--- config.mk ---
export PLATFORM = sky130hd
export DESIGN_NAME = sac_adc_ctrl
export DESIGN_NICKNAME = d
export VERILOG_FILES = /design/src/sac_pkg.sv /design/src/sac_step_timer.sv /design/src/sac_sar.sv /design/src/sac_adc_ctrl.sv
export VERILOG_INCLUDE_DIRS = /design/src
export SDC_FILE = /design/constraint.sdc
export NUM_CORES = 1
export LEC_CHECK = 0
export ABC_AREA = 1
export BUFFER_PORTS_ARGS = -buffer_cell sky130_fd_sc_hd__buf_2
export CORE_MARGIN = 2
export CORE_UTILIZATION = 56
export CTS_CLUSTER_DIAMETER = 100
export DETAILED_ROUTE_END_ITERATION = 16
export PLACE_DENSITY = 0.85
export SLEW_MARGIN = 20
export SYNTH_ARGS = -nofsm -noshare
export SYNTH_HDL_FRONTEND = slang
export SYNTH_SLANG_ARGS = --single-unit
--- constraint.sdc ---
create_clock -name clk_i -period 4.5 [get_ports clk_i]
set_input_delay 0.225 -clock clk_i [delete_from_list [all_inputs] [get_ports clk_i]]
set_output_delay 0.225 -clock clk_i [all_outputs]
set_load 0.02 [all_outputs]
--- src/sac_regs.svh ---
// register map, reset values and timing constants of the converter control block
`ifndef SAC_REGS_SVH
`define SAC_REGS_SVH

// ----------------------------------------------------------------
// register byte addresses
// ----------------------------------------------------------------
`define SAC_ADDR_MODE 16'hff80
`define SAC_ADDR_CHAN 16'hff84
`define SAC_ADDR_RESULT 16'hff88
`define SAC_ADDR_FLAG 16'hff8c

// ----------------------------------------------------------------
// field layout and reset values
// ----------------------------------------------------------------
`define SAC_REG_W 8
`define SAC_MODE_RST 8'h00
`define SAC_MODE_MASK 8'hb8
`define SAC_CHAN_RST 2'h0
`define SAC_RESULT_RST 8'h00
`define SAC_FLAG_CLR_BIT 0

// ----------------------------------------------------------------
// conversion time codes and their lengths in system clocks
// ----------------------------------------------------------------
`define SAC_CT_144 3'h0
`define SAC_CT_120 3'h4
`define SAC_CT_96 3'h2
`define SAC_CT_72 3'h6
`define SAC_CT_60 3'h5
`define SAC_CT_48 3'h3
`define SAC_LEN_144 8'h90
`define SAC_LEN_120 8'h78
`define SAC_LEN_96 8'h60
`define SAC_LEN_72 8'h48
`define SAC_LEN_60 8'h3c
`define SAC_LEN_48 8'h30

// ----------------------------------------------------------------
// sequencing: 4 sampling steps then 8 comparison steps
// ----------------------------------------------------------------
`define SAC_STEPS_PER_CONV 8'h0c
`define SAC_SAMPLE_LAST 4'h3
`define SAC_SAR_MSB 3'h7
`define SAC_SAR_FIRST 8'h80
`define SAC_CLK_PERIOD_NS 100
`define SAC_MIN_CONV_NS 14000
`define SAC_MIN_CONV_CYC ((`SAC_MIN_CONV_NS + `SAC_CLK_PERIOD_NS - 1) / `SAC_CLK_PERIOD_NS)

`endif

--- src/sac_pkg.sv ---
// types shared by the converter control block
package sac_pkg;

    // mode register layout
    typedef struct packed {
        logic enable;
        logic rsv6;
        logic [2:0] ctime;
        logic [2:0] rsv;
    } sac_mode_t;

    // sequencer states, one-hot
    typedef enum logic [2:0] {
        SAC_IDLE = 3'b001,
        SAC_SAMPLE = 3'b010,
        SAC_CONV = 3'b100
    } sac_state_t;

endpackage

--- src/sac_step_timer.sv ---
// step timer: one-cycle tick every period_i clocks while running
module sac_step_timer (
    input wire logic clk_i,
    input wire logic reset_i,
    input wire logic restart_i,
    input wire logic run_i,
    input wire logic [7:0] period_i,
    output logic tick_o
);

    logic [7:0] cnt_q;

    // down counter; restart realigns so a fresh conversion gets full steps
    always_ff @(posedge clk_i or posedge reset_i) begin
        if (reset_i) begin
            cnt_q <= 8'h00;
            tick_o <= 1'b0;
        end else if (restart_i || !run_i) begin
            cnt_q <= 8'(period_i - 8'h01);
            tick_o <= 1'b0;
        end else if (cnt_q == 8'h00) begin
            cnt_q <= 8'(period_i - 8'h01);
            tick_o <= 1'b1;
        end else begin
            cnt_q <= 8'(cnt_q - 8'h01);
            tick_o <= 1'b0;
        end
    end

endmodule

--- src/sac_sar.sv ---
// successive-approximation register: one bit decided per step, msb first
`include "sac_regs.svh"
module sac_sar (
    input wire logic clk_i,
    input wire logic reset_i,
    input wire logic start_i,
    input wire logic abort_i,
    input wire logic step_i,
    input wire logic comp_i,
    output logic [7:0] code_o,
    output logic last_o,
    output logic done_o
);

    logic busy_q;
    logic [2:0] idx_q;
    logic [7:0] trial;

    // keep or drop the bit under test, then raise the next one
    always_comb begin
        trial = code_o;
        if (!comp_i) begin
            trial[idx_q] = 1'b0;
        end
        if (idx_q != 3'h0) begin
            trial[3'(idx_q - 3'h1)] = 1'b1;
        end
    end

    assign last_o = busy_q && (idx_q == 3'h0);

    // done fires the cycle after bit 0 is decided; the result stays on code_o
    always_ff @(posedge clk_i or posedge reset_i) begin
        if (reset_i) begin
            busy_q <= 1'b0;
            idx_q <= 3'h0;
            code_o <= 8'h00;
            done_o <= 1'b0;
        end else if (abort_i) begin
            busy_q <= 1'b0;
            done_o <= 1'b0;
        end else if (start_i) begin
            busy_q <= 1'b1;
            idx_q <= `SAC_SAR_MSB;
            code_o <= `SAC_SAR_FIRST;
            done_o <= 1'b0;
        end else if (busy_q && step_i) begin
            code_o <= trial;
            idx_q <= 3'(idx_q - 3'h1);
            busy_q <= (idx_q != 3'h0);
            done_o <= (idx_q == 3'h0);
        end else begin
            done_o <= 1'b0;
        end
    end

endmodule

--- src/sac_adc_ctrl.sv ---
// digital control of a four-channel 8-bit successive-approximation converter
`include "sac_regs.svh"
module sac_adc_ctrl (
    input wire logic clk_i,
    input wire logic reset_i,
    input wire logic psel_i,
    input wire logic penable_i,
    input wire logic pwrite_i,
    input wire logic [15:0] paddr_i,
    input wire logic [31:0] pwdata_i,
    output logic [31:0] prdata_o,
    output logic pready_o,
    output logic pslverr_o,
    input wire logic standby_i,
    input wire logic comp_i,
    output logic sample_o,
    output logic [7:0] tap_code_o,
    output logic [3:0] ain_sel_o,
    output logic conversion_end_irq_o,
    output logic conversion_end_flag_o
);

    // ----------------------------------------------------------------
    // declarations
    // ----------------------------------------------------------------
    sac_pkg::sac_mode_t converter_mode_reg_q;
    sac_pkg::sac_mode_t mode_nx;
    sac_pkg::sac_state_t state_q;
    sac_pkg::sac_state_t state_d;
    logic [1:0] channel_select_reg_q;
    logic [7:0] conv_result_reg_q;
    logic [3:0] phase_q;
    logic [2:0] comp_sync_q;
    logic comp_q;
    logic setup;
    logic access;
    logic mapped;
    logic wr_mode;
    logic wr_chan;
    logic wr_flag;
    logic ctl_wr;
    logic wr_enable;
    logic restart;
    logic sar_start;
    logic sar_abort;
    logic sar_last;
    logic sar_done;
    logic tick;
    logic conv_end;
    logic [7:0] step_len;
    logic [31:0] rd_mux;

    // conversion length for a time code; prohibited or too short falls back to longest
    function automatic logic [7:0] conv_len(input logic [2:0] ct);
        logic [7:0] len;
        len = `SAC_LEN_144;
        unique case (ct)
            `SAC_CT_144: len = `SAC_LEN_144;
            `SAC_CT_120: len = `SAC_LEN_120;
            `SAC_CT_96: len = `SAC_LEN_96;
            `SAC_CT_72: len = `SAC_LEN_72;
            `SAC_CT_60: len = `SAC_LEN_60;
            `SAC_CT_48: len = `SAC_LEN_48;
            default: len = `SAC_LEN_144;
        endcase
        if (len < 8'(`SAC_MIN_CONV_CYC)) begin
            len = `SAC_LEN_144;
        end
        return len;
    endfunction

    // ----------------------------------------------------------------
    // apb slave
    // ----------------------------------------------------------------
    assign setup = psel_i && !penable_i && !pready_o;
    assign access = psel_i && penable_i && pready_o;
    assign mapped = (paddr_i == `SAC_ADDR_MODE) || (paddr_i == `SAC_ADDR_CHAN) ||
                    (paddr_i == `SAC_ADDR_RESULT) || (paddr_i == `SAC_ADDR_FLAG);
    assign wr_mode = access && pwrite_i && (paddr_i == `SAC_ADDR_MODE);
    assign wr_chan = access && pwrite_i && (paddr_i == `SAC_ADDR_CHAN);
    assign wr_flag = access && pwrite_i && (paddr_i == `SAC_ADDR_FLAG);
    assign ctl_wr = wr_mode || wr_chan;

    // read mux; reserved bits read as zero
    always_comb begin
        rd_mux = 32'h0000_0000;
        unique case (paddr_i)
            `SAC_ADDR_MODE: rd_mux = {24'h00_0000, converter_mode_reg_q};
            `SAC_ADDR_CHAN: rd_mux = {30'h0000_0000, channel_select_reg_q};
            `SAC_ADDR_RESULT: rd_mux = {24'h00_0000, conv_result_reg_q};
            `SAC_ADDR_FLAG: rd_mux = {31'h0000_0000, conversion_end_flag_o};
            default: rd_mux = 32'h0000_0000;
        endcase
    end

    // one access cycle, no waits; read data is captured at the setup edge, so a
    // result loaded at that same edge is seen only by the next read
    always_ff @(posedge clk_i or posedge reset_i) begin
        if (reset_i) begin
            pready_o <= 1'b0;
            pslverr_o <= 1'b0;
            prdata_o <= 32'h0000_0000;
        end else if (setup) begin
            pready_o <= 1'b1;
            pslverr_o <= !mapped;
            prdata_o <= pwrite_i ? 32'h0000_0000 : rd_mux;
        end else begin
            pready_o <= 1'b0;
            pslverr_o <= 1'b0;
        end
    end

    // ----------------------------------------------------------------
    // control registers
    // ----------------------------------------------------------------
    always_comb begin
        mode_nx = converter_mode_reg_q;
        if (wr_mode) begin
            mode_nx = sac_pkg::sac_mode_t'(pwdata_i[`SAC_REG_W-1:0] & `SAC_MODE_MASK);
        end
    end

    // mode register, zero after reset
    always_ff @(posedge clk_i or posedge reset_i) begin
        if (reset_i) begin
            converter_mode_reg_q <= sac_pkg::sac_mode_t'(`SAC_MODE_RST);
        end else begin
            converter_mode_reg_q <= mode_nx;
        end
    end

    // channel register with registered one-hot input select
    always_ff @(posedge clk_i or posedge reset_i) begin
        if (reset_i) begin
            channel_select_reg_q <= `SAC_CHAN_RST;
            ain_sel_o <= 4'h1;
        end else if (wr_chan) begin
            channel_select_reg_q <= pwdata_i[1:0];
            ain_sel_o <= 4'(4'h1 << pwdata_i[1:0]);
        end
    end

    // ----------------------------------------------------------------
    // comparator input synchroniser
    // ----------------------------------------------------------------
    // the first stage is read only by the second; a change counts once two agree
    always_ff @(posedge clk_i or posedge reset_i) begin
        if (reset_i) begin
            comp_sync_q <= 3'h0;
            comp_q <= 1'b0;
        end else begin
            comp_sync_q <= {comp_sync_q[1:0], comp_i};
            if (comp_sync_q[1] == comp_sync_q[2]) begin
                comp_q <= comp_sync_q[2];
            end
        end
    end

    // ----------------------------------------------------------------
    // sequencer
    // ----------------------------------------------------------------
    assign wr_enable = wr_mode ? mode_nx.enable : converter_mode_reg_q.enable;
    assign step_len = 8'(conv_len(mode_nx.ctime) / `SAC_STEPS_PER_CONV);

    // standby beats everything, then a control write, then normal stepping
    always_comb begin
        state_d = state_q;
        restart = 1'b0;
        sar_start = 1'b0;
        if (standby_i) begin
            state_d = sac_pkg::SAC_IDLE;
        end else if (ctl_wr) begin
            if (wr_enable) begin
                state_d = sac_pkg::SAC_SAMPLE;
                restart = 1'b1;
            end else begin
                state_d = sac_pkg::SAC_IDLE;
            end
        end else begin
            unique case (state_q)
                sac_pkg::SAC_IDLE: begin
                    if (converter_mode_reg_q.enable) begin
                        state_d = sac_pkg::SAC_SAMPLE;
                        restart = 1'b1;
                    end
                end
                sac_pkg::SAC_SAMPLE: begin
                    if (tick && phase_q == `SAC_SAMPLE_LAST) begin
                        state_d = sac_pkg::SAC_CONV;
                        sar_start = 1'b1;
                    end
                end
                sac_pkg::SAC_CONV: begin
                    if (tick && sar_last) begin
                        state_d = sac_pkg::SAC_SAMPLE;
                    end
                end
                default: state_d = sac_pkg::SAC_IDLE;
            endcase
        end
    end

    // state and the sample/hold control that follows it
    always_ff @(posedge clk_i or posedge reset_i) begin
        if (reset_i) begin
            state_q <= sac_pkg::SAC_IDLE;
            sample_o <= 1'b0;
        end else begin
            state_q <= state_d;
            sample_o <= (state_d == sac_pkg::SAC_SAMPLE);
        end
    end

    // sampling step counter; held at zero outside sampling
    always_ff @(posedge clk_i or posedge reset_i) begin
        if (reset_i) begin
            phase_q <= 4'h0;
        end else if (restart || state_q != sac_pkg::SAC_SAMPLE) begin
            phase_q <= 4'h0;
        end else if (tick) begin
            phase_q <= 4'(phase_q + 4'h1);
        end
    end

    assign sar_abort = restart || (state_d == sac_pkg::SAC_IDLE);

    sac_step_timer u_timer (
        .clk_i(clk_i),
        .reset_i(reset_i),
        .restart_i(restart),
        .run_i(state_d != sac_pkg::SAC_IDLE),
        .period_i(step_len),
        .tick_o(tick)
    );

    // taps are offset half a step down in the resistor string, so the code rounds
    sac_sar u_sar (
        .clk_i(clk_i),
        .reset_i(reset_i),
        .start_i(sar_start),
        .abort_i(sar_abort),
        .step_i(tick),
        .comp_i(comp_q),
        .code_o(tap_code_o),
        .last_o(sar_last),
        .done_o(sar_done)
    );

    // ----------------------------------------------------------------
    // result, end request and flag
    // ----------------------------------------------------------------
    // a control write in the end cycle wins: result and request are dropped
    assign conv_end = sar_done && !ctl_wr;

    always_ff @(posedge clk_i or posedge reset_i) begin
        if (reset_i) begin
            conv_result_reg_q <= `SAC_RESULT_RST;
            conversion_end_irq_o <= 1'b0;
        end else begin
            if (conv_end) begin
                conv_result_reg_q <= tap_code_o;
            end
            conversion_end_irq_o <= conv_end;
        end
    end

    // sticky flag: set wins over a clear; mode writes never touch it
    always_ff @(posedge clk_i or posedge reset_i) begin
        if (reset_i) begin
            conversion_end_flag_o <= 1'b0;
        end else if (conv_end) begin
            conversion_end_flag_o <= 1'b1;
        end else if (wr_flag && pwdata_i[`SAC_FLAG_CLR_BIT]) begin
            conversion_end_flag_o <= 1'b0;
        end
    end

    // length helper: cycles since the last end, parked at all ones after any break
    logic [7:0] gap_q;
    always_ff @(posedge clk_i or posedge reset_i) begin
        if (reset_i) begin
            gap_q <= 8'hff;
        end else if (sar_abort || sar_done) begin
            gap_q <= sar_abort ? 8'hff : 8'h01;
        end else if (gap_q != 8'hff) begin
            gap_q <= 8'(gap_q + 8'h01);
        end
    end
endmodule

# Yosys cells after proc, flatten, opt, wreduce, memory -nomap -nowiden
# Cells that the tools add are included.
# totals
register_bits,88
input_bits,55
out_inout_bits,49
word_cells,138
# op_classes
n_addsub,4
div_mod_pow,1
order_cmp,5
eq_ne,18
n_shift,1
mux,48
n_bitwise,4
n_reduce_logical,36
# ops
op,count
16-bit == test (second input constant),4
8-bit two-way mux,8
8-bit case mux with 5 select lines,1
32-bit two-way mux,1
8-bit case mux with 4 select lines,1
1-bit two-way mux,24
3-bit two-way mux,7
1-bit logical AND,16
8-bit by 1-bit subtractor with 8-bit output (second input constant),2
3-bit by 2-bit == test with 1-bit output (second input constant),4
3-bit == test (second input constant),4
3-bit case mux with 3 select lines,1
8-bit bitwise AND,1
8-bit by 4-bit divider with 8-bit output (second input constant),1
8-bit zero test,1
3-bit by 4-bit < comparator with 1-bit output (second input constant),2
8-bit < comparator (second input constant),1
4-bit two-way mux,2
8-bit inverter,1
8-bit OR,1
1-bit logical OR,7
1-bit demux with 3-bit select,2
3-bit by 1-bit == test with 1-bit output (second input constant),2
3-bit by 1-bit >= comparator with 1-bit output (second input constant),2
14 further kinds,21

# Logic depth before layout (Yosys ltp)
# Gate-level depths: netlist of the first run.
# depth
word_depth,13
ltp_mapped,13
mapped_depth_nobuf,13

# Hierarchy
# From an unflattened synthesis of the first run, not the netlist that was laid out.
# unflattened
hier_cells,482
hier_area_um2,3703.6
# by_module_without_submodules
module,n_inst,cells_each,area_per_inst_um2,seq_area_each_um2
sac_adc_ctrl,1,253,2204.6,1053.5
sac_step_timer,1,123,750.7,225.2
sac_sar,1,106,748.2,325.3

# Worst setup path before layout of the first run
# Ideal clock, no wire load.
# synth_timing
kind,register to register
start,reg pready_o
end,reg u_sar.code_o[0]
setup_time_ns,0.121
t_arrival_ns,1.551
t_required_ns,4.379
slack_ns,2.828
stages_incl_launch_ff,11
n_path_buf,1
period_less_slack_ns,1.672
path_cell_list,dfrtp_1 -> nand3_1 -> nor2_2 -> nand3_4 -> nand2_2 -> nand2_4 -> nand2_4 -> nand3_4 -> buf_4 -> o21bai_1 -> nand2_1
# synth_via
elab_chain_cells,12
word_cells_on_any_way,21
cone_classes,1 x eq/ne; 11 x mux; 1 x bitwise; 8 x reduce/logical
# synth_rtl
element,line_no,text
"start, declared",sac_adc_ctrl.sv:12,"output logic pready_o,"
"start signal, assigned",sac_adc_ctrl.sv:100,pready_o <= 1'b0;
"start signal, assigned",sac_adc_ctrl.sv:104,pready_o <= 1'b1;
"start signal, assigned",sac_adc_ctrl.sv:108,pready_o <= 1'b0;
1-bit logical AND (*),sac_adc_ctrl.sv:76,assign access = psel_i && penable_i && pready_o;
1-bit logical AND (*),"sac_adc_ctrl.sv:79, sac_adc_ctrl.sv:80",
1-bit logical AND,sac_adc_ctrl.sv:79,assign wr_mode = access && pwrite_i && (paddr_i == `SAC_ADDR_MODE);
8-bit two-way mux,sac_adc_ctrl.sv:118,if (wr_mode) begin
1-bit two-way mux,sac_adc_ctrl.sv:162,assign wr_enable = wr_mode ? mode_nx.enable : converter_mode_reg_q.enable;
2-bit two-way mux,sac_adc_ctrl.sv:173,if (wr_enable) begin
3-bit two-way mux,sac_adc_ctrl.sv:172,end else if (ctl_wr) begin
3-bit two-way mux,sac_adc_ctrl.sv:170,if (standby_i) begin
3-bit by 1-bit == test with 1-bit output,sac_adc_ctrl.sv:225,assign sar_abort = restart || (state_d == sac_pkg::SAC_IDLE);
1-bit logical OR,sac_adc_ctrl.sv:225,
1-bit inverter (no source line),n/a,
2-bit AND reduction (no source line),n/a,
"end signal, assigned",sac_sar.sv:45,code_o <= `SAC_SAR_FIRST;
"end signal, assigned",sac_sar.sv:48,code_o <= trial;
"end, declared",sac_sar.sv:10,"output logic [7:0] code_o,"
# Mark *: on every way between the ends. The rest lies on a longest branch, timed or not.
# A chain may end at the register's enable or synchronous reset.

# Worst setup path after layout of the first run
# layout_timing
start,reg phase_q[0]
end,reg u_sar.code_o[6]
# layout_via
elab_chain_cells,10
word_cells_on_any_way,16
cone_classes,2 x eq/ne; 9 x mux; 1 x bitwise; 4 x reduce/logical
# layout_rtl
element,line_no,text
"start, declared",sac_adc_ctrl.sv:32,logic [3:0] phase_q;
"start signal, assigned",sac_adc_ctrl.sv:221,phase_q <= 4'(phase_q + 4'h1);
4-bit by 2-bit == test with 1-bit output (no source line) (*),n/a,
1-bit logical AND (no source line) (*),n/a,
3-bit two-way mux,sac_adc_ctrl.sv:188,if (tick && phase_q == `SAC_SAMPLE_LAST) begin
3-bit case mux with 3 select lines,sac_adc_ctrl.sv:180,unique case (state_q)
3-bit two-way mux,sac_adc_ctrl.sv:172,
3-bit two-way mux,sac_adc_ctrl.sv:170,
3-bit by 1-bit == test with 1-bit output,sac_adc_ctrl.sv:225,
1-bit logical OR,sac_adc_ctrl.sv:225,
1-bit inverter (no source line),n/a,
2-bit AND reduction (no source line),n/a,
# Marks and branches as above.

==> results of run 1 <==
==> registers in the layout, indices dropped and copies added, names as in the netlist, 3 cells and up, named ones only <==
| register | count |
|---|---|
| prdata_o | 8 |
| u_sar.idx_q | 3 |
| conv_result_reg_q | 8 |
| u_timer.cnt_q | 8 |
| comp_sync_q | 3 |
| phase_q | 4 |
| converter_mode_reg_q | 3 |
| state_q | 3 |
| u_sar.code_o | 8 |
| ain_sel_o | 4 |
==> worst max path at each step <==
stage / startpoint / end / slack [ns] / cells past startpoint
after floorplan: reset_i / asynchronous set/reset pin / 2.68 / 1
after global placement: phase_q[0] / u_sar.code_o[6] / 2.39 / 9
after detailed placement: phase_q[0] / u_sar.code_o[6] / 2.36 / 9
after CTS: phase_q[0] / u_sar.code_o[6] / 2.33 / 9
after global routing: phase_q[0] / u_sar.code_o[6] / 2.12 / 9
final: phase_q[0] / u_sar.code_o[6] / 2.31 / 9
==> critical path, stage by stage, from the launching register on <==
cell and delay (ns):
dfrtp_1 0.39, ha_1 0.18, nand3_1 0.09, nor2_1 0.17
nand3_2 0.11, nor2_2 0.44, nor2_4 0.16, nor2_4 0.39
nand2_1 0.10, nand2_1 0.08
==> through the flow <==
stage | hold WS, ns | util [%] | power (W) | setup WS [ns]
after floorplan | 0.2564 | - | 0.0007012 | 2.680
after global placement | 0.3314 | 62.45 | 0.0007140 | 2.392
after detailed placement | 0.3344 | 62.45 | 0.0007178 | 2.356
after CTS | 0.05239 | 66.69 | 0.001319 | 2.331
after global routing | 0.06764 | 66.69 | 0.001355 | 2.116
final | 0.06926 | 66.69 | 0.001307 | 2.306
==> logic make-up after synthesis <==
| family | Yosys count |
|---|---|
| simple gates | 197 |
| xor+xnor | 8 |
| other cells | 2 |
| buf+inv | 86 |
| mux | 1 |
| flops | 64 |
| compound gates | 60 |
| fa+ha+maj | 7 |
==> repair_timing <==
item / 4_1_cts / 5_1_grt
setup buffers: 0 / 0
endpoints found under the hold margin: 1 / 0
hold buffers: 1 / 0
==> cell usage in the layout, fill, tap and decap left out, types with 11 or more instances in the layout <==
master     n
dfrtp_1   62
buf_2     53
o21ai_0   27
nor2_1    37
a21oi_1   18
o21bai_1  11
conb_1    26
nand2_1   94
nand3_1   21
inv_1     47
nand2_2   16
==> area by class of cell <==
type                    instances  area (sq um)
fillers                       487          1996
well taps                      75         93.84
clock inverters                 7         120.1
flip-flops and latches         64          1604
clock buffers                   9         123.9
multi-input cells             299          1560
repair buffers                 55         282.8
inverters                      56         210.2
==> power by group through the flow <==
stage,clock [W],combinational [W],sequential (W)
finish,0.000599,0.000108,0.000600
global route,0.000631,0.000123,0.000601
CTS,0.000611,0.000109,0.000600
detailed placement,0,0.000107,0.000611
global placement,0,0.000104,0.000610
floorplan,0,0.0000875,0.000614
==> Yosys cell counts <==
cell type,count
nand2_4,2
nand4_1,2
clkinv_1,1
dfrtp_1,62
or2_2,2
inv_1,48
o31ai_1,2
or3_1,1
nor2_8,1
nand4_2,1
nand2_1,94
nor2_2,4
ha_1,6
a21oi_1,18
conb_1,2
xnor2_1,3
nor3_1,6
nand3_4,2
inv_2,7
dfstp_2,2
nand3_2,2
nor2_1,37
xor2_1,5
mux2i_1,1
maj3_1,1
buf_6,2
buf_4,28
o2111ai_1,1
nor3b_1,1
nor2_4,5
a21oi_2,1
nand2_2,16
o21ai_0,27
nand3_1,21
o21bai_1,11
==> metal layers <==
layer	GRT usage (%)	part of all wire (%)	up-vias
met3	5.765	6.2	14
met1	23.17	42	1303
li1	-	-	1403
met4	8.644	1.9	0
met5	0	0	-
met2	36.51	50	102
==> summary.md, run 1 <==
| Metric | Value |
|---|---|
| DRT Wirelength | between 6000 and 7000 microns |
| Critical path required time | 4.78 ns |
| Leak | 2.085 nW |
| Worst r2r dst | u_sar.code_o[6] |
| Psw | roughly 0.00032 W |
| Fin cells | 565 |
| Gpl congestion | approximately 0.92 |
| GR Util All Layers | about 21% |
| Number of gates resized after cts | 0 |
| Worst reg-to-reg setup slack | 2.31 ns |
| Clk_lat worst skew | ~0.34 ns |
| Maximum clock rate | 455.8 MHz |
| Warnings, synthesis | 0 |
| Peak supply drop | between 0.15 and 0.2 mV |
| Hold Path Class | input port to register |
| Chip width | around 83 microns |
| Total gr overflow | 0 |
| Status | finished clean |
| Worst-margin pin slew | approximately 0.79 ns |
| P&R area growth vs syn | 13.59% |
| Vias per cell | about 5.0 |
| CTS Buf Count | 9 |
| Die area | between 6000 and 7000 sq um |
| Synth area leaders | dfrtp_1, nand2_1, buf_4, inv_1, nor2_1 |
| Dpl cell area | 3741 sq um |
| Design area | around 4000 sq um |
| Row cnt | 28 |
| Antenna cell count | 0 |
| Post-Syn Instances | between 400 and 500 |
| RR Startpoint | phase_q[0] |
| Detailed Place HPWL | 4835 microns |
| Final setup fails | 0 |
| Clk sink count | between 60 and 70 |
| R2R cell count | 9 |
| Slew Viols, Final | 0 |
| DRC | 0 |
| Drt pass-1 iters | 4 |
| Max-cap viol count | 0 |
| Crit. End Element | register |
| Core area | between 5000 and 6000 sq um |
| Post-synth cell types | 35 |
| WL per Instance | roughly 12 microns |
| Final nets | 546 |
| Internal Pwr Total | 0.0009910 W |
| Sequential Power Share | a little under half |
| Tmin final | 2.194 ns |
| Crit-path max FO | 12 |
| Avg Inst Size Synth | 8.276 sq um |
| Pwr dens | 327.1 nW/um^2 |
| Area share of the largest cell type after synthesis | 44.11% |
| Net Sw Frac | 24.16% |
| Largest family of logic cells by synthesized area | simple AND/OR/NAND/NOR gates |
| RSZ-0062 raised after global routing | false |
| 1st-iter DRT viols | ~180 |
| I/O Pins | 104 |
| IO Port Bufs | 53 |
| Synth Area in Compound Gates | 9.676% |
| Sequential element share of the synthesized area | 45.61% |
| CTS clock-pin slew for the worst setup and hold paths | ~0.070 ns |
| Post-Synth Simple-Gate Area | 27.21% |
| Final hold violation count | 0 |
| Via count | 2822 |
| Combinational power share | under 10% |
| XOR/XNOR Fraction of Synth Area | about 2% |
| Htree depth | 3 |
| CP Launch Type | register |
| First-pass GRT wire length | between 10000 and 15000 microns |
| Slew Limit Headroom | a little under half |
| Adder-cell share of the synthesized area | under 10% |
| Hold_sp | pwdata_i[1] |
| Die Y | 83.25 microns |
| Crit path DAT | around 2.5 ns |
| Initial Utilization | slightly below 60% |
| Vias in the first global route | 2777 |
| Clock Power Share | approximately 46% |
| Root Driver | clkbuf_8 |
| Largest area contributor in the netlist | dfrtp_1 |
| CTS tree | yes |
| Share of cells above drive strength 1 | roughly a quarter |
| CTS max path bufs | 2 |
| Hold Path Sink | ain_sel_o[0] |
| Crit Path Class | register to register |
| Post-Synthesis Cell Area | about 3500 sq um |
| Hold Path Depth | 2 |
| Initial antenna violation count | 0 |
| Post-synthesis mux area share | 0.2846% |
| Worst Clk Skew | between 0.007 and 0.008 ns |
| Largest net degree at the start of global routing | 65 |
| Crit share post-route | roughly half |
| Dpl cells | around 550 |
| Setup TNS | 0 ns |
| Post-DRT Antenna Nets | 0 |
| #FFs+latches synth | 64 |
No activity file was read; power rests on OpenSTA's default activity.
==> inputs of run 2 (changes only) <==
- CORE_UTILIZATION: 56 -> 52
- PLACE_DENSITY: 0.85 -> 0.79
- clock period: 4.5 -> 2.1 ns (I/O delays scaled with it)
==> summary.md, run 2 (same netlist as run 1, synthesis figures left out) <==
| Metric | Value |
|---|---|
| Largest stage delay on the critical path | 0.39 ns (-0.05 ns) |
| Commonest non-fill, non-tap cell in the layout | nand2_1 |
| Worst Clk Skew | 0.01106 ns (+0.003850 ns) |
| Detailed Place HPWL | 4920 microns (+1.8%) |
| Post-DRT Antenna Nets | 0 (unchanged) |
| Crit-path leading delay family | simple AND/OR/NAND/NOR gates |
| Chip width | 86.24 microns (+3.6%) |
| WL per Instance | 11.62 microns (-2.0%) |
| Die area | 7437 sq um (+7.3%) |
| Critical path required time | 2.38 ns (-2.40 ns) |
| Gpl congestion | 0.8718 (-4.9%) |
| Antenna cell count | 0 (unchanged) |
| Core area | 6459 sq um (+7.8%) |
| Max-cap viol count | 0 (unchanged) |
| CTS clock-pin slew for the worst setup and hold paths | 0.08 ns (about the same) |
| 1st-iter DRT viols | 140 (-21%) |
| Htree depth | 3 (unchanged) |
| Pwr dens | 639.6 nW/um^2 (+96%) |
| Status | finished clean |
| Hold Path Class | input port to register |
| P&R area growth vs syn | 15.80% |
| Worst reg-to-reg setup slack | 0.24 ns (-2.06 ns) |
| Vias per cell | 4.931 (-1.3%) |
| CP max stage cell | dfrtp_1 |
| CTS Buf Count | 9 (unchanged) |
| GR Util All Layers | 19.13% (-1.5 points) |
| Slew Limit Headroom | 64.90% (+18 points) |
| Root Driver | clkbuf_8 |
| Clk sink count | 64 (unchanged) |
| Most frequent cells in the layout | nand2_1, dfrtp_1, buf_2, inv_1, nor2_1 |
| Crit path DAT | 2.14 ns (-0.33 ns) |
| Via count | 2850 (+0.99%) |
| Final setup fails | 0 (unchanged) |
| Crit. End Element | register |
| CTS tree | yes |
| CTS max path bufs | 2 (unchanged) |
| Final hold violation count | 0 (unchanged) |
| Final nets | 557 (+2.0%) |
| CP bufs+invs | 0 (unchanged) |
| Row cnt | 29 (+3.6%) |
| Initial antenna violation count | 0 (unchanged) |
| Drt pass-1 iters | 4 (unchanged) |
| Share of cells above drive strength 1 | 23.95% (+0.28 points) |
| Maximum clock rate | 538.0 MHz (+18%) |
| IO Port Bufs | 53 (unchanged) |
| I/O Pins | 104 (unchanged) |
| DRC | 0 (unchanged) |
| Leak | 2.123 nW (+1.8%) |
| Die Y | 86.24 microns (+3.6%) |
| Total gr overflow | 0 (unchanged) |
| Setup TNS | 0 ns (unchanged) |
| Crit share post-route | 88.50% (+40 points) |
| Crit-path max FO | 12 (unchanged) |
| Crit Path Class | register to register |
| DRT Wirelength | 6717 microns (+0.22%) |
| RSZ-0062 raised after global routing | false |
| Largest net degree at the start of global routing | 42 (-35%) |
| Clk_lat worst skew | 0.35 ns (about the same) |
| Final core occ | 63.06% (-3.6 points) |
| Initial Utilization | 54.46% (-4.3 points) |
| Worst-margin pin slew | 0.5257 ns (-0.2676 ns) |
| First-pass GRT wire length | 11300 microns (-3.6%) |
| Slew Viols, Final | 0 (unchanged) |
| Tmin final | 1.859 ns (-0.3353 ns) |
| Vias in the first global route | 2655 (-4.4%) |
| CP Launch Type | register |
| Worst path cell trace | ha_1 > nand3_1 > nor2_1 > nand3_2 > nor2_2 > nor2_4 > nor2_4 > nand2_1 > nand2_1 |
| Peak supply drop | 0.3245 mV (+74%) |
run 2: where the power goes:
group | switching, W | internal [W] | leakage (nW)
clock | 0.000513 | 0.000560 | 0.101
sequential | 0.0000190 | 0.00127 | 0.765
combinational | 0.000169 | 0.0000778 | 1.26
run 2: worst reg2reg max path, cell delays in order (launching register included):
cell and delay [ns]:
dfrtp_1 0.39, ha_1 0.18, nand3_1 0.10, nor2_1 0.17, nand3_2 0.09, nor2_2 0.26, nor2_4 0.07, nor2_4 0.35
nand2_1 0.11, nand2_1 0.09
run 2: path summary, 6_finish.rpt:
check / start / depth (start not counted) / to
setup / recovery: phase_q[0] / 9 / u_sar.code_o[6]
hold / removal: pwdata_i[4] / 3 / converter_mode_reg_q[4]
setup reg to reg: phase_q[0] / 9 / u_sar.code_o[6]
hold reg to reg: comp_sync_q[0] / 0 / comp_sync_q[1]
max in group asynchronous: reset_i / 4 / state_q[0]
min in group asynchronous: reset_i / 3 / comp_sync_q[0]
run 2: stage by stage:
step	cell area, sq um	hold WS (ns)	std cells	worst slack (ns)	total power [W]
final	4073	0.01064	578	0.2414	0.002605
after detailed placement	3786	0.1815	554	0.2648	0.001544
after CTS	4068	0.007546	578	0.2213	0.002631
after global routing	4073	0.02496	578	0.03820	0.002717
after floorplan	3607	0.1364	449	0.4002	0.001502
after global placement	3786	0.1780	554	0.3141	0.001535
run 2: layout make-up:
cell class,count,area [sq um]
clock buffers,9,123.9
clock inverters,7,77.57
fillers,534,2386
inverters,56,210.2
multi-input cells,299,1565
flip-flops and latches,64,1604
well taps,77,96.34
repair buffers,66,395.4
run 2: layer usage:
layer / up-vias / global-route usage (%) / share of wire (%)
li1: 1428 / - / -
met1: 1334 / 23.14 / 43
met2: 78 / 32.35 / 50
met3: 10 / 4.000 / 5.4
met4: 0 / 9.801 / 1.4
met5: - / 0 / 0
run 2: what timing repair did:
| item | 4_1_cts | 5_1_grt |
|---|---|---|
| gates resized for setup | 0 | 1 |
| setup endpoints to repair | 0 | 1 |
| hold buffers | 8 | 0 |
| hold endpoints to repair | 30 | 0 |
| setup buffers | 0 | 0 |
==> inputs of run 3 (changes only) <==
- PLACE_DENSITY: 0.79 -> 0.8
==> summary.md, run 3 (same netlist as run 1, synthesis figures left out) <==
| Metric | Value |
|---|---|
| Critical path required time | 2.39 ns (about the same) |
| Final hold slack | 0.07676 ns (+0.06613 ns) |
| Crit-path max FO | 11 (-1) |
| Post-DRT Antenna Nets | 0 (unchanged) |
| Worst Clk Skew | 0.01249 ns (+0.001426 ns) |
| Final hold violation count | 0 (unchanged) |
| I/O Pins | 104 (unchanged) |
| Die area | 7437 sq um (unchanged) |
| Maximum clock rate | 525.3 MHz (-2.4%) |
| Max-cap viol count | 0 (unchanged) |
| Setup bufs post-CTS | 0 (unchanged) |
| Fillers | 536 (+0.37%) |
| Leak | 2.150 nW (+1.3%) |
| CP Launch Type | register |
| Die Y | 86.24 microns (unchanged) |
| Most frequent cells in the layout | nand2_1, dfrtp_1, buf_2, inv_1, nor2_1 |
| CTS max path bufs | 2 (unchanged) |
| Clk sink count | 64 (unchanged) |
| Drt pass-1 iters | 5 (+1) |
| CTS Buf Count | 9 (unchanged) |
| Total gr overflow | 0 (unchanged) |
| Final setup fails | 0 (unchanged) |
| Via count | 2854 (+0.14%) |
| RSZ-0062 raised after global routing | false |
| 1st-iter DRT viols | 161 (+15%) |
| Crit share post-route | 90.66% (+2.2 points) |
| Largest net degree at the start of global routing | 35 (-17%) |
| Number of gates resized after cts | 0 (unchanged) |
| Register area | 1604 sq um (unchanged) |
| Antenna cell count | 0 (unchanged) |
| Crit. End Element | register |
| DRT Wirelength | 6682 microns (-0.52%) |
| WL per Instance | 11.54 microns (-0.69%) |
| Total Power | 0.002844 W (+9.2%) |
| Root Driver | clkbuf_8 |
| Largest stage delay on the critical path | 0.58 ns (+0.19 ns) |
| Share of cells above drive strength 1 | 23.90% (-0.048 points) |
| Hold Path Class | input port to register |
| CP max stage cell | dlygate4sd3_1 |
| CP bufs+invs | 1 (+1) |
| Area of the multi-input gates | 1560 sq um (-0.32%) |
| DRC | 0 (unchanged) |
| Status | finished clean |
| Htree depth | 3 (unchanged) |
| Hold_sp | pwrite_i |
| CTS clock-pin slew for the worst setup and hold paths | 0.08 ns (about the same) |
| Core area | 6459 sq um (unchanged) |
| Slew Viols, Final | 0 (unchanged) |
| PnR worst setup slack | 0.1962 ns (-0.04520 ns) |
| Commonest non-fill, non-tap cell in the layout | nand2_1 |
| Vias per cell | 4.929 (about the same) |
| Vias in the first global route | 2658 (+0.11%) |
| Final nets | 558 (+0.18%) |
| Worst path cell trace | nand3_1 > nor2_2 > nand3_2 > o31ai_1 > dlygate4sd3_1 |
| Peak supply drop | 0.5131 mV (+58%) |
| Final core occ | 63.87% (+0.81 points) |
| IO Port Bufs | 53 (unchanged) |
| Crit-path leading delay family | simple AND/OR/NAND/NOR gates |
| Gpl congestion | 0.9243 (+6.0%) |
| Pwr dens | 689.4 nW/um^2 (+7.8%) |
| Place WS | 0.3046 ns (+0.03980 ns) |
| Clk_lat worst skew | 0.35 ns (about the same) |
| First-pass GRT wire length | 11280 microns (-0.12%) |
| Setup TNS | 0 ns (unchanged) |
| Row cnt | 29 (unchanged) |
| GR Util All Layers | 19.29% (+0.17 points) |
| Crit path DAT | 2.19 ns (+0.05 ns) |
| Tmin final | 1.904 ns (+0.04520 ns) |
| Detailed Place HPWL | 4889 microns (-0.63%) |
| CTS tree | yes |
| CP startpoint | pready_o |
| Crit Path Class | register to register |
| P&R area growth vs syn | 17.29% |
| Hold Buf Count CTS | 9 (+1) |
| RR Startpoint | pready_o |
| Initial Utilization | 54.46% (unchanged) |
| Initial antenna violation count | 0 (unchanged) |
| Chip width | 86.24 microns (unchanged) |
[run 3: cell types whose count changed in the layout (fill, tap and decap cells not counted), sizes merged]
| cell | before | now |
|---|---|---|
| clkinv | 3 | 2 |
| dlygate4sd3 | 8 | 9 |
| bufinv | 1 | 3 |
| clkinvlp | 1 | 0 |
[run 3: worst paths after layout]
path | end | slack [ns] | cells after the start
max in group asynchronous | u_sar.code_o[2] | 1.29 | 4
min in group asynchronous | u_timer.cnt_q[6] | 0.25 | 3
worst min-delay path | prdata_o[4] | 0.08 | 4
worst max register to register | ain_sel_o[0] | 0.20 | 5
worst min register to register | comp_sync_q[1] | 0.36 | 0
worst max-delay path | ain_sel_o[0] | 0.20 | 5
[run 3: report_power, final]
part           switching (W)  internal, W  leakage [nW]
combinational       0.000165    0.0000802          1.26
clock               0.000511     0.000802         0.125
sequential         0.0000185      0.00127         0.765
total               0.000694      0.00215          2.15
[run 3: per-stage QoR]
step | cells | cell area [sq um]
3_5_place_dp | 554 | 3786
4_1_cts | 579 | 4125
6_report | 579 | 4125
5_1_grt | 579 | 4125
3_3_place_gp | 554 | 3786
2_1_floorplan | 449 | 3607
[run 3: layout make-up]
class,count,share of cell area (%)
clock inverter,7,3.033
multi-input combinational,299,37.82
sequential,64,38.88
clock buffer,9,3.003
timing repair buffer,67,9.827
tap,77,2.335
inverter,56,5.096
[run 3: tightest hold or removal path: stages]
cell     delay, ns
buf_2         0.09
inv_2         0.07
nand3_1       0.09
nand2_1       0.04
[run 3: per-layer routing]
| layer | global-route usage (%) | up-vias | wire (microns) |
|---|---|---|---|
| met5 | 0 | - | 0 |
| met4 | 8.665 | 0 | 129 |
| met3 | 4.381 | 13 | 397 |
| met2 | 34.04 | 88 | 3283 |
| met1 | 22.40 | 1321 | 2872 |
| li1 | - | 1432 | - |
